==> src/verilog/rcp_pkg.sv <==
// Purpose: constants and types for the reset cause and power mode block
// Assumes: APB slave, 32-bit data, 10 MHz system clock
// Notes: one package shared by the single design file
// Functional notes
// System reset clears non-flag status bits; flags survive until power reset or clear
// Word, half and byte access; back-to-back status access gets wait states
// Status bit 0 enables the slow internal oscillator
// Status bit 1 reads oscillator ready, set while output stable
// Writing 1 to bit 24 clears all cause flags; 0 does nothing
// Bit 26 set on external reset pin reset, cleared by clear command
// Bit 27 set on power-on or power-down reset
// Bit 28 set on software-requested reset
// Bit 29 set on independent watchdog reset
// Bit 30 set on window watchdog reset
// Bit 31 set on low-power management reset
// Chip held in reset while supply below power-on/down threshold
// Supply detector works only while its enable bit is 1
// Power control bits 2:0 select detector threshold
// Power status flag shows supply above or below threshold
// Threshold crossing either way raises detector interrupt when enabled
// Stop mode stops core-area clocks; any external interrupt wakes
// Standby removes core-area power; only standby circuitry runs
// Reserved status bits read zero and ignore writes
// Sleep stops core clock; interrupt or event wakes per entry
// Deep sleep, power-down select 0 and wait enter stop mode
// Deep sleep, select 1, wake flag 0 and wait enter standby
// Wake pin, RTC, external reset or watchdog end standby via reset
package rcp_pkg;
    localparam logic [7:0] RCP_OFF_PWR_CTRL = 8'h00;
    localparam logic [7:0] RCP_OFF_PWR_STAT = 8'h04;
    localparam logic [7:0] RCP_OFF_RST_STAT = 8'h24;
    localparam logic [7:0] RCP_OFF_MODE_CTRL = 8'h08;
    localparam logic [31:0] RCP_RST_STAT_RESET = 32'h0C000000;
    localparam int RCP_BIT_OSC_EN = 0;
    localparam int RCP_BIT_OSC_RDY = 1;
    localparam int RCP_BIT_CLR = 24;
    localparam int RCP_BIT_FLAG_LO = 26;
    localparam int RCP_NUM_FLAGS = 6;
    // Power control fields
    localparam int RCP_BIT_PLS_LO = 0;
    localparam int RCP_BIT_REG_LP = 3;
    localparam int RCP_BIT_PDSEL = 4;
    localparam int RCP_BIT_DET_EN = 5;
    localparam int RCP_BIT_DET_IE = 6;
    // Power status fields
    localparam int RCP_BIT_WAKE_FLAG = 0;
    localparam int RCP_BIT_DET_OUT = 2;
    // Mode control fields
    localparam int RCP_BIT_DEEP = 0;
    localparam int RCP_WAIT_STATES = 1;
    localparam logic [6:0] RCP_PWR_CTRL_MASK = 7'h7F;

    typedef struct packed {
        logic pin;
        logic por;
        logic sw;
        logic iwdg;
        logic wwdg;
        logic lpwr;
    } rcp_cause_t;

    typedef struct packed {
        logic wait_for_interrupt;
        logic wait_for_event;
        logic irq;
        logic ext_irq;
        logic event_in;
        logic wake_pin;
        logic rtc_wake;
    } rcp_cpu_t;
endpackage

==> src/verilog/rcp_reset_power.sv <==
// Purpose: reset cause record, slow oscillator control, supply detector,
//          low-power mode sequencing
// Assumes: APB slave on clk_sys_i; flags kept on power reset only
// Notes: reset causes arrive as one-cycle pulses from the reset controller
//
// The APB interface to the registers was decided locally.
module rcp_reset_power #(
    parameter int OSC_SETTLE = 8
) (
    input wire logic clk_sys_i,
    input wire logic reset_n_i,
    input wire logic power_reset_n_i,
    input wire logic psel_i,
    input wire logic penable_i,
    input wire logic pwrite_i,
    input wire logic [7:0] paddr_i,
    input wire logic [31:0] pwdata_i,
    input wire logic [3:0] pstrb_i,
    output logic [31:0] prdata_o,
    output logic pready_o,
    output logic pslverr_o,
    input wire rcp_pkg::rcp_cause_t cause_i,
    input wire logic supply_low_i,
    input wire logic supply_below_thr_i,
    input wire rcp_pkg::rcp_cpu_t cpu_i,
    output logic osc_enable_o,
    output logic [2:0] supply_threshold_select_o,
    output logic detector_enable_o,
    output logic detector_irq_o,
    output logic hold_reset_o,
    output logic core_clk_stop_o,
    output logic core_area_clk_stop_o,
    output logic regulator_low_power_o,
    output logic core_power_off_o
);
    typedef enum logic [3:0] {
        RCP_RUN = 4'h1,
        RCP_SLEEP = 4'h2,
        RCP_STOP = 4'h4,
        RCP_STANDBY = 4'h8
    } rcp_mode_t;

    rcp_mode_t mode_reg;
    rcp_mode_t mode_next;
    logic [rcp_pkg::RCP_NUM_FLAGS-1:0] flag_reg;
    logic osc_en_reg;
    logic [7:0] osc_cnt_reg;
    logic osc_rdy_reg;
    logic [6:0] pwr_ctrl_reg;
    logic deep_reg;
    logic wake_flag_reg;
    logic sleep_by_wfe_reg;
    logic [2:0] sup_sync_reg;
    logic det_out_reg;
    logic irq_reg;
    logic wait_reg;
    logic last_stat_reg;
    logic clr_hit;
    logic [rcp_pkg::RCP_NUM_FLAGS-1:0] cause_vec;
    logic access;
    logic wr_ok;
    logic stat_sel;

    function automatic logic [31:0] merge(input logic [31:0] old,
                                          input logic [31:0] nw,
                                          input logic [3:0] strb);
        logic [31:0] res;
        res = old;
        for (int i = 0; i < 4; i++) begin
            if (strb[i]) begin
                res[i*8 +: 8] = nw[i*8 +: 8];
            end
        end
        return res;
    endfunction

    function automatic logic hit(input logic [7:0] a, input logic [7:0] o);
        return a == o;
    endfunction

    assign access = psel_i && penable_i;
    assign stat_sel = hit(paddr_i, rcp_pkg::RCP_OFF_RST_STAT);
    // Back-to-back wait state
    assign pready_o = !(stat_sel && last_stat_reg && !wait_reg);
    assign pslverr_o = 1'b0;
    assign wr_ok = access && pready_o && pwrite_i;
    // Clear on write of one
    assign clr_hit = wr_ok && stat_sel && pstrb_i[rcp_pkg::RCP_BIT_CLR/8]
                     && pwdata_i[rcp_pkg::RCP_BIT_CLR];
    assign cause_vec = {cause_i.lpwr, cause_i.wwdg, cause_i.iwdg,
                        cause_i.sw, cause_i.por, cause_i.pin};

    // Stall tracker
    always_ff @(posedge clk_sys_i or negedge reset_n_i) begin
        if (!reset_n_i) begin
            wait_reg <= 1'b0;
            last_stat_reg <= 1'b0;
        end else begin
            wait_reg <= access && !pready_o;
            if (access && pready_o) begin
                last_stat_reg <= stat_sel;
            end else if (!psel_i) begin
                last_stat_reg <= 1'b0;
            end
        end
    end

    // Flags live on the power reset only; set wins over the clear
    genvar g;
    generate
        for (g = 0; g < rcp_pkg::RCP_NUM_FLAGS; g++) begin : g_flag
            // Sticky cause flags
            always_ff @(posedge clk_sys_i or negedge power_reset_n_i) begin
                if (!power_reset_n_i) begin
                    flag_reg[g] <= rcp_pkg::RCP_RST_STAT_RESET[
                        rcp_pkg::RCP_BIT_FLAG_LO + g];
                end else if (cause_vec[g]) begin
                    flag_reg[g] <= 1'b1;
                end else if (clr_hit) begin
                    flag_reg[g] <= 1'b0;
                end
            end
        end
    endgenerate

    // Oscillator enable
    always_ff @(posedge clk_sys_i or negedge reset_n_i) begin
        if (!reset_n_i) begin
            osc_en_reg <= 1'b0;
        end else if (wr_ok && stat_sel && pstrb_i[0]) begin
            osc_en_reg <= pwdata_i[rcp_pkg::RCP_BIT_OSC_EN];
        end
    end

    // Ready after settle count, drops when disabled
    always_ff @(posedge clk_sys_i or negedge reset_n_i) begin
        if (!reset_n_i) begin
            osc_cnt_reg <= 8'h00;
            osc_rdy_reg <= 1'b0;
        end else if (!osc_en_reg) begin
            osc_cnt_reg <= 8'h00;
            osc_rdy_reg <= 1'b0;
        end else if (osc_cnt_reg == 8'(OSC_SETTLE)) begin
            osc_rdy_reg <= 1'b1;
        end else begin
            osc_cnt_reg <= osc_cnt_reg + 8'h01;
        end
    end

    // Power and mode control
    always_ff @(posedge clk_sys_i or negedge reset_n_i) begin
        if (!reset_n_i) begin
            pwr_ctrl_reg <= 7'h00;
            deep_reg <= 1'b0;
        end else if (wr_ok && pstrb_i[0]) begin
            if (hit(paddr_i, rcp_pkg::RCP_OFF_PWR_CTRL)) begin
                pwr_ctrl_reg <= pwdata_i[6:0] & rcp_pkg::RCP_PWR_CTRL_MASK;
            end
            if (hit(paddr_i, rcp_pkg::RCP_OFF_MODE_CTRL)) begin
                deep_reg <= pwdata_i[rcp_pkg::RCP_BIT_DEEP];
            end
        end
    end

    // Supply comparator is asynchronous: three stages, last two agree
    always_ff @(posedge clk_sys_i or negedge reset_n_i) begin
        if (!reset_n_i) begin
            sup_sync_reg <= 3'h0;
        end else begin
            sup_sync_reg <= {sup_sync_reg[1:0], supply_below_thr_i};
        end
    end

    // Detector output and crossing interrupt
    always_ff @(posedge clk_sys_i or negedge reset_n_i) begin
        if (!reset_n_i) begin
            det_out_reg <= 1'b0;
            irq_reg <= 1'b0;
        end else begin
            irq_reg <= 1'b0;
            // Gated by enable
            if (!pwr_ctrl_reg[rcp_pkg::RCP_BIT_DET_EN]) begin
                det_out_reg <= 1'b0;
            end else if (sup_sync_reg[2] == sup_sync_reg[1] &&
                         sup_sync_reg[2] != det_out_reg) begin
                det_out_reg <= sup_sync_reg[2];
                irq_reg <= pwr_ctrl_reg[rcp_pkg::RCP_BIT_DET_IE];
            end
        end
    end

    // Mode sequencer
    always_comb begin
        mode_next = mode_reg;
        unique case (mode_reg)
            RCP_RUN: begin
                if (cpu_i.wait_for_interrupt || cpu_i.wait_for_event) begin
                    if (!deep_reg) begin
                        mode_next = RCP_SLEEP;
                    end else if (!pwr_ctrl_reg[rcp_pkg::RCP_BIT_PDSEL]) begin
                        mode_next = RCP_STOP;
                    end else if (!wake_flag_reg) begin
                        mode_next = RCP_STANDBY;
                    end
                end
            end
            RCP_SLEEP: begin
                if (sleep_by_wfe_reg ? cpu_i.event_in : cpu_i.irq) begin
                    mode_next = RCP_RUN;
                end
            end
            RCP_STOP: begin
                if (cpu_i.ext_irq || (sleep_by_wfe_reg && cpu_i.event_in)) begin
                    mode_next = RCP_RUN;
                end
            end
            RCP_STANDBY: begin
                // Exit is a chip reset, which returns the mode to run
                mode_next = RCP_STANDBY;
            end
            default: mode_next = RCP_RUN;
        endcase
    end

    always_ff @(posedge clk_sys_i or negedge reset_n_i) begin
        if (!reset_n_i) begin
            mode_reg <= RCP_RUN;
            sleep_by_wfe_reg <= 1'b0;
        end else begin
            mode_reg <= mode_next;
            if (mode_reg == RCP_RUN) begin
                sleep_by_wfe_reg <= cpu_i.wait_for_event && !cpu_i.wait_for_interrupt;
            end
        end
    end

    // Wake flag set on standby wake pin or alarm
    always_ff @(posedge clk_sys_i or negedge reset_n_i) begin
        if (!reset_n_i) begin
            wake_flag_reg <= 1'b0;
        end else if (cpu_i.wake_pin || cpu_i.rtc_wake) begin
            wake_flag_reg <= 1'b1;
        end else if (wr_ok && hit(paddr_i, rcp_pkg::RCP_OFF_PWR_STAT) &&
                     pstrb_i[0] && pwdata_i[rcp_pkg::RCP_BIT_WAKE_FLAG]) begin
            wake_flag_reg <= 1'b0;
        end
    end

    // Read data registered at the access edge
    always_ff @(posedge clk_sys_i or negedge reset_n_i) begin
        if (!reset_n_i) begin
            prdata_o <= 32'h00000000;
        end else if (psel_i && !penable_i && !pwrite_i) begin
            prdata_o <= 32'h00000000;
            if (stat_sel) begin
                // Reserved bits zero
                prdata_o[rcp_pkg::RCP_BIT_OSC_EN] <= osc_en_reg;
                prdata_o[rcp_pkg::RCP_BIT_OSC_RDY] <= osc_rdy_reg;
                prdata_o[rcp_pkg::RCP_BIT_FLAG_LO +: rcp_pkg::RCP_NUM_FLAGS]
                    <= flag_reg;
            end else if (hit(paddr_i, rcp_pkg::RCP_OFF_PWR_CTRL)) begin
                prdata_o[6:0] <= pwr_ctrl_reg;
            end else if (hit(paddr_i, rcp_pkg::RCP_OFF_PWR_STAT)) begin
                prdata_o[rcp_pkg::RCP_BIT_WAKE_FLAG] <= wake_flag_reg;
                prdata_o[rcp_pkg::RCP_BIT_DET_OUT] <= det_out_reg;
            end else if (hit(paddr_i, rcp_pkg::RCP_OFF_MODE_CTRL)) begin
                prdata_o[rcp_pkg::RCP_BIT_DEEP] <= deep_reg;
            end
        end
    end

    assign osc_enable_o = osc_en_reg;
    assign supply_threshold_select_o = pwr_ctrl_reg[2:0];
    assign detector_enable_o = pwr_ctrl_reg[rcp_pkg::RCP_BIT_DET_EN];
    assign detector_irq_o = irq_reg;
    // Hold reset while supply low
    assign hold_reset_o = supply_low_i;
    // Core clock stops in every low-power mode
    assign core_clk_stop_o = mode_reg != RCP_RUN;
    // Core-area clocks stop
    assign core_area_clk_stop_o = mode_reg == RCP_STOP ||
                                  mode_reg == RCP_STANDBY;
    // Regulator choice in stop
    assign regulator_low_power_o = mode_reg == RCP_STOP &&
                                   pwr_ctrl_reg[rcp_pkg::RCP_BIT_REG_LP];
    // Core area unpowered
    assign core_power_off_o = mode_reg == RCP_STANDBY;
endmodule

==> config.mk <==
export PLATFORM = sky130hd
export DESIGN_NAME = rcp_reset_power
export DESIGN_NICKNAME = d
export VERILOG_FILES = /design/src/verilog/rcp_pkg.sv /design/src/verilog/rcp_reset_power.sv
export SDC_FILE = /design/constraint.sdc
export NUM_CORES = 1
export LEC_CHECK = 0
export ABC_AREA = 1
export BUFFER_PORTS_ARGS = -buffer_cell sky130_fd_sc_hd__buf_4
export CORE_UTILIZATION = 48
export DETAILED_ROUTE_END_ITERATION = 16
export PLACE_DENSITY = 0.81
export SLEW_MARGIN = 20
export SYNTH_ARGS = -nofsm -noshare
export SYNTH_HDL_FRONTEND = slang
export SYNTH_SLANG_ARGS = --single-unit
==> constraint.sdc <==
create_clock -name clk_sys_i -period 1.6 [get_ports clk_sys_i]
set_input_delay 0.08 -clock clk_sys_i [delete_from_list [all_inputs] [get_ports clk_sys_i]]
set_output_delay 0.08 -clock clk_sys_i [all_outputs]
set_load 0.05 [all_outputs]
==> impl_metrics.prom <==
# TYPE chip_impl_metric gauge
chip_impl_metric{name="final_design_area_no_fill",unit="sq um"} 3320
chip_impl_metric{name="antenna_found_initial",unit=""} 0
chip_impl_metric{name="hold_viol_final",unit=""} 0
chip_impl_metric{name="post_synthesis_xor_xnor_area_fraction",unit="%"} 0.341
chip_impl_metric{name="largest_register_ffs",unit=""} 13
chip_impl_metric{name="io_pins",unit=""} 110
chip_impl_metric{name="worst-endpoint-arrival",unit="ns"} 1.41
chip_impl_info{name="most-common-layout-cells",value="nand2_1, buf_4, dfrtp_1, inv_1, nor2_1"} 1
chip_impl_metric{name="worst_slew_pin_slew",unit="ns"} 0.548
chip_impl_metric{name="synth-seq-area-share",unit="%"} 48.8
chip_impl_metric{name="layout.filler_cells",unit=""} 431
chip_impl_metric{name="max-vdd-ir-drop",unit="V"} 0.000485
chip_impl_info{name="synth_top_family_by_area",value="simple AND/OR/NAND/NOR gates"} 1
chip_impl_metric{name="layout-drive-gt1-share",unit="%"} 22.2
chip_impl_metric{name="fp_rows",unit=""} 26
chip_impl_metric{name="wire_per_inst",unit="um"} 11.6
chip_impl_metric{name="netlist_area",unit="sq um"} 2570
chip_impl_info{name="crit_type",value="register to output pin"} 1
chip_impl_metric{name="r2r_setup_slk",unit="ns"} 0.17
chip_impl_info{name="synthFlopType",value="dfrtp_1"} 1
chip_impl_metric{name="syn-instance-count",unit=""} 313
chip_impl_metric{name="die_area",unit="sq um"} 5650
chip_impl_metric{name="cpPeakStageDelay",unit="ns"} 0.55
chip_impl_metric{name="place.gp.congestion",unit=""} 0.794
chip_impl_metric{name="cts.reportedPaths.clkPinSlew",unit="ns"} 0.09
chip_impl_info{name="critical_path.top_delay_family",value="flip-flops"} 1
chip_impl_metric{name="dieWidth",unit="um"} 75.2
chip_impl_metric{name="synthesis.area_per_instance",unit="sq um"} 8.21
chip_impl_info{name="grt_setup_unrepaired",value="false"} 1
chip_impl_metric{name="synth_compound_gate_area_share",unit="%"} 7.79
chip_impl_metric{name="yosys.area_share.simple",unit="%"} 28.8
chip_impl_metric{name="fin_crit_sh",unit="%"} 93.2
chip_impl_metric{name="remaining_drc_errors",unit=""} 0
chip_impl_metric{name="via_count",unit=""} 2201
chip_impl_metric{name="detail-route-antenna-nets",unit=""} 0
chip_impl_metric{name="warnings_from_yosys",unit=""} 0
chip_impl_metric{name="finalSetupViolations",unit=""} 0
chip_impl_info{name="worstSetupStartpointType",value="register"} 1
chip_impl_info{name="reg2reg_from",value="osc_cnt_reg[0]"} 1
chip_impl_info{name="reg2reg_to",value="osc_cnt_reg[1]"} 1
chip_impl_metric{name="worst_hold_slack",unit="ns"} 0.0391
chip_impl_metric{name="first_pass_grt_wire_length",unit="um"} 9040
chip_impl_metric{name="register_area",unit="sq um"} 1250
chip_impl_info{name="cts.root.buffer_cell",value="clkbuf_8"} 1
chip_impl_info{name="min_to",value="last_stat_reg"} 1
chip_impl_metric{name="worstSetupPathDepth",unit=""} 4
chip_impl_info{name="outcome",value="finished, final reports clean"} 1
chip_impl_metric{name="largest_net_degree_at_the_start_of_global_routing",unit=""} 45
chip_impl_info{name="hold_class",value="input port to register"} 1
chip_impl_metric{name="max_freq",unit="GHz"} 0.670
chip_impl_metric{name="ctsLongestPathBuffers",unit=""} 2
chip_impl_metric{name="synth_edf_count",unit=""} 0
chip_impl_metric{name="skew",unit="ns"} 0.00607
chip_impl_metric{name="share_of_synthesized_cell_area_in_full_adder_half_adder_and_majority_cells",unit="%"} 0.974
chip_impl_metric{name="timing.setup.tns",unit="ns"} 0
chip_impl_metric{name="total_power",unit="mW"} 3.33
chip_impl_info{name="final_common_cell",value="nand2_1"} 1
chip_impl_metric{name="drt_initial_violations",unit=""} 77
chip_impl_metric{name="hold-path-cell-count",unit=""} 3
chip_impl_metric{name="pwr_density_cell",unit="nW/um^2"} 1000
chip_impl_metric{name="buffer_ports.inserted",unit=""} 61
chip_impl_metric{name="timing.max_slew.rel_slack",unit="%"} 63.5
chip_impl_metric{name="asyncSetResetFlopFracSynth",unit="%"} 100
chip_impl_metric{name="final-max-slew-violation-count",unit=""} 0
chip_impl_metric{name="route.detailed.vias_per_inst",unit=""} 4.71
chip_impl_metric{name="number_of_flip_flops_and_latches_in_the_synthesized_netlist",unit=""} 50
chip_impl_metric{name="max-cap-violations",unit=""} 0
chip_impl_info{name="type_of_element_capturing_the_critical_path",value="output pin"} 1
chip_impl_metric{name="groute.usage.overall",unit="%"} 21.4
chip_impl_metric{name="clkLatencyLatePin",unit="ns"} 0.30
chip_impl_info{name="holdCritStartpoint",value="psel_i"} 1
chip_impl_metric{name="critical_path_data_required_time",unit="ns"} 1.52
chip_impl_metric{name="cts_sinks",unit=""} 50
chip_impl_metric{name="area_of_the_placeable_core",unit="sq um"} 5140
chip_impl_info{name="cts_tree",value="done"} 1
chip_impl_metric{name="die-height",unit="um"} 75.2
chip_impl_metric{name="grt_overflow_total",unit=""} 0
chip_impl_metric{name="place_hpwl",unit="um"} 3860
chip_impl_metric{name="netlist-cell-type-count",unit=""} 33
chip_impl_metric{name="cts_buffers",unit=""} 5
chip_impl_metric{name="n_antenna_cell",unit=""} 0
chip_impl_metric{name="r2r.worst_path.cells",unit=""} 7
chip_impl_metric{name="critical_path_peak_fanout",unit=""} 6
chip_impl_metric{name="nNetsFinal",unit=""} 463
chip_impl_metric{name="start_util",unit="%"} 50.0
chip_impl_metric{name="cts_max_level",unit=""} 2
chip_impl_info{name="crit_chain",value="inv_1 -> nor2_2 -> nand2_2 -> buf_4"} 1
chip_impl_metric{name="finalCriticalPeriod",unit="ns"} 1.49
chip_impl_metric{name="p_leak",unit="nW"} 1.70
chip_impl_metric{name="worstPathBufferInverterCount",unit=""} 2
chip_impl_info{name="worst_path_max_delay_cell",value="dfstp_2"} 1
chip_impl_metric{name="syn_to_layout_area_delta",unit="%"} 29.2
chip_impl_metric{name="number_of_global_route_vias_before_repair",unit=""} 2051
chip_impl_metric{name="post-route-util",unit="%"} 64.6
chip_impl_metric{name="postPlaceCellArea",unit="sq um"} 3020
chip_impl_metric{name="totalWireLength",unit="um"} 5420
chip_impl_metric{name="multi_input_area",unit="sq um"} 1050
chip_impl_metric{name="post_synth_mux_area_share",unit="%"} 0
chip_impl_metric{name="post-cts-setup-buffers",unit=""} 0
chip_impl_metric{name="drtPass1Iterations",unit=""} 4
metrics by stage:
stage / instances / setup WS (ns)
floorplan: 332 / 0.149
global placement: 440 / 0.255
detailed placement: 440 / 0.190
CTS: 467 / 0.0244
global route: 467 / 0.00873
finish: 467 / 0.109
synth_stat cells, types with 2 or more instances:
cell      n  area [sq um]
inv_2     2          7.51
nand4_1   5          31.3
dfrtp_1  47          1180
dfstp_2   3          78.8
nor2_1   32           120
a21o_1    6          45.0
nand3_1  23           115
nand2_1  80           300
buf_4    24           180
nand4_2   2          25.0
o21ai_0  15          75.1
inv_1    37           139
ha_1      2          25.0
o21ai_1   4          20.0
a21oi_1   6          30.0
nor3b_1   3          22.5
nor3_1    4          20.0
nor2_4    3          33.8
worst register-to-register path: cells and delay by family (launching register included):
kind,cells,cell delay [ns]
and+or+nand+nor,3,0.31
adders and majority gates,1,0.14
AOI/OAI and AO/OA,2,0.37
DFF,1,0.43
buffers and inverters,1,0.07
metal layers:
metal  wire (um)  vias up  track usage (%)
met5           0        -                0
met4          99        0             8.64
met3         202        9             5.09
met2        2690       58             33.5
met1        2430     1018             28.9
li1            -     1116                -
final cells by class:
cell class | count | area share (%)
Inverter | 40 | 4.60
Timing Repair Buffer | 82 | 20.0
Tap cell | 70 | 2.64
Clock inverter | 3 | 1.21
Sequential cell | 50 | 37.8
Clock buffer | 5 | 2.07
Multi-Input combinational cell | 217 | 31.7
worst max-delay path by stage:
stage	startpoint	endpoint	slack (ns)
CTS	mode_reg[0]	core_clk_stop_o	0.02
detailed placement	osc_cnt_reg[0]	osc_cnt_reg[1]	0.19
finish	mode_reg[0]	core_clk_stop_o	0.11
global route	mode_reg[0]	core_clk_stop_o	0.009
floorplan	mode_reg[0]	mode_reg[3]	0.15
global placement	osc_cnt_reg[0]	osc_cnt_reg[1]	0.26
power by group:
part	internal [mW]	switching (mW)
registers	1.43	0.127
logic	0.327	0.572
clock network	0.460	0.415
total	2.22	1.11
what timing repair did:
action,in CTS,in global routing
endpoints found under the hold margin,65,0
gates resized for setup,0,1
setup endpoints to repair,0,1
hold buffers,19,0
cells by family after synthesis:
group / Yosys count
AOI/OAI and AO/OA: 35
xor gates and xnor gates: 1
adders and majority gates: 2
buffers and inverters: 65
DFF: 50
other: 1
and+or+nand+nor: 159
(Power assumes the default switching activity.)
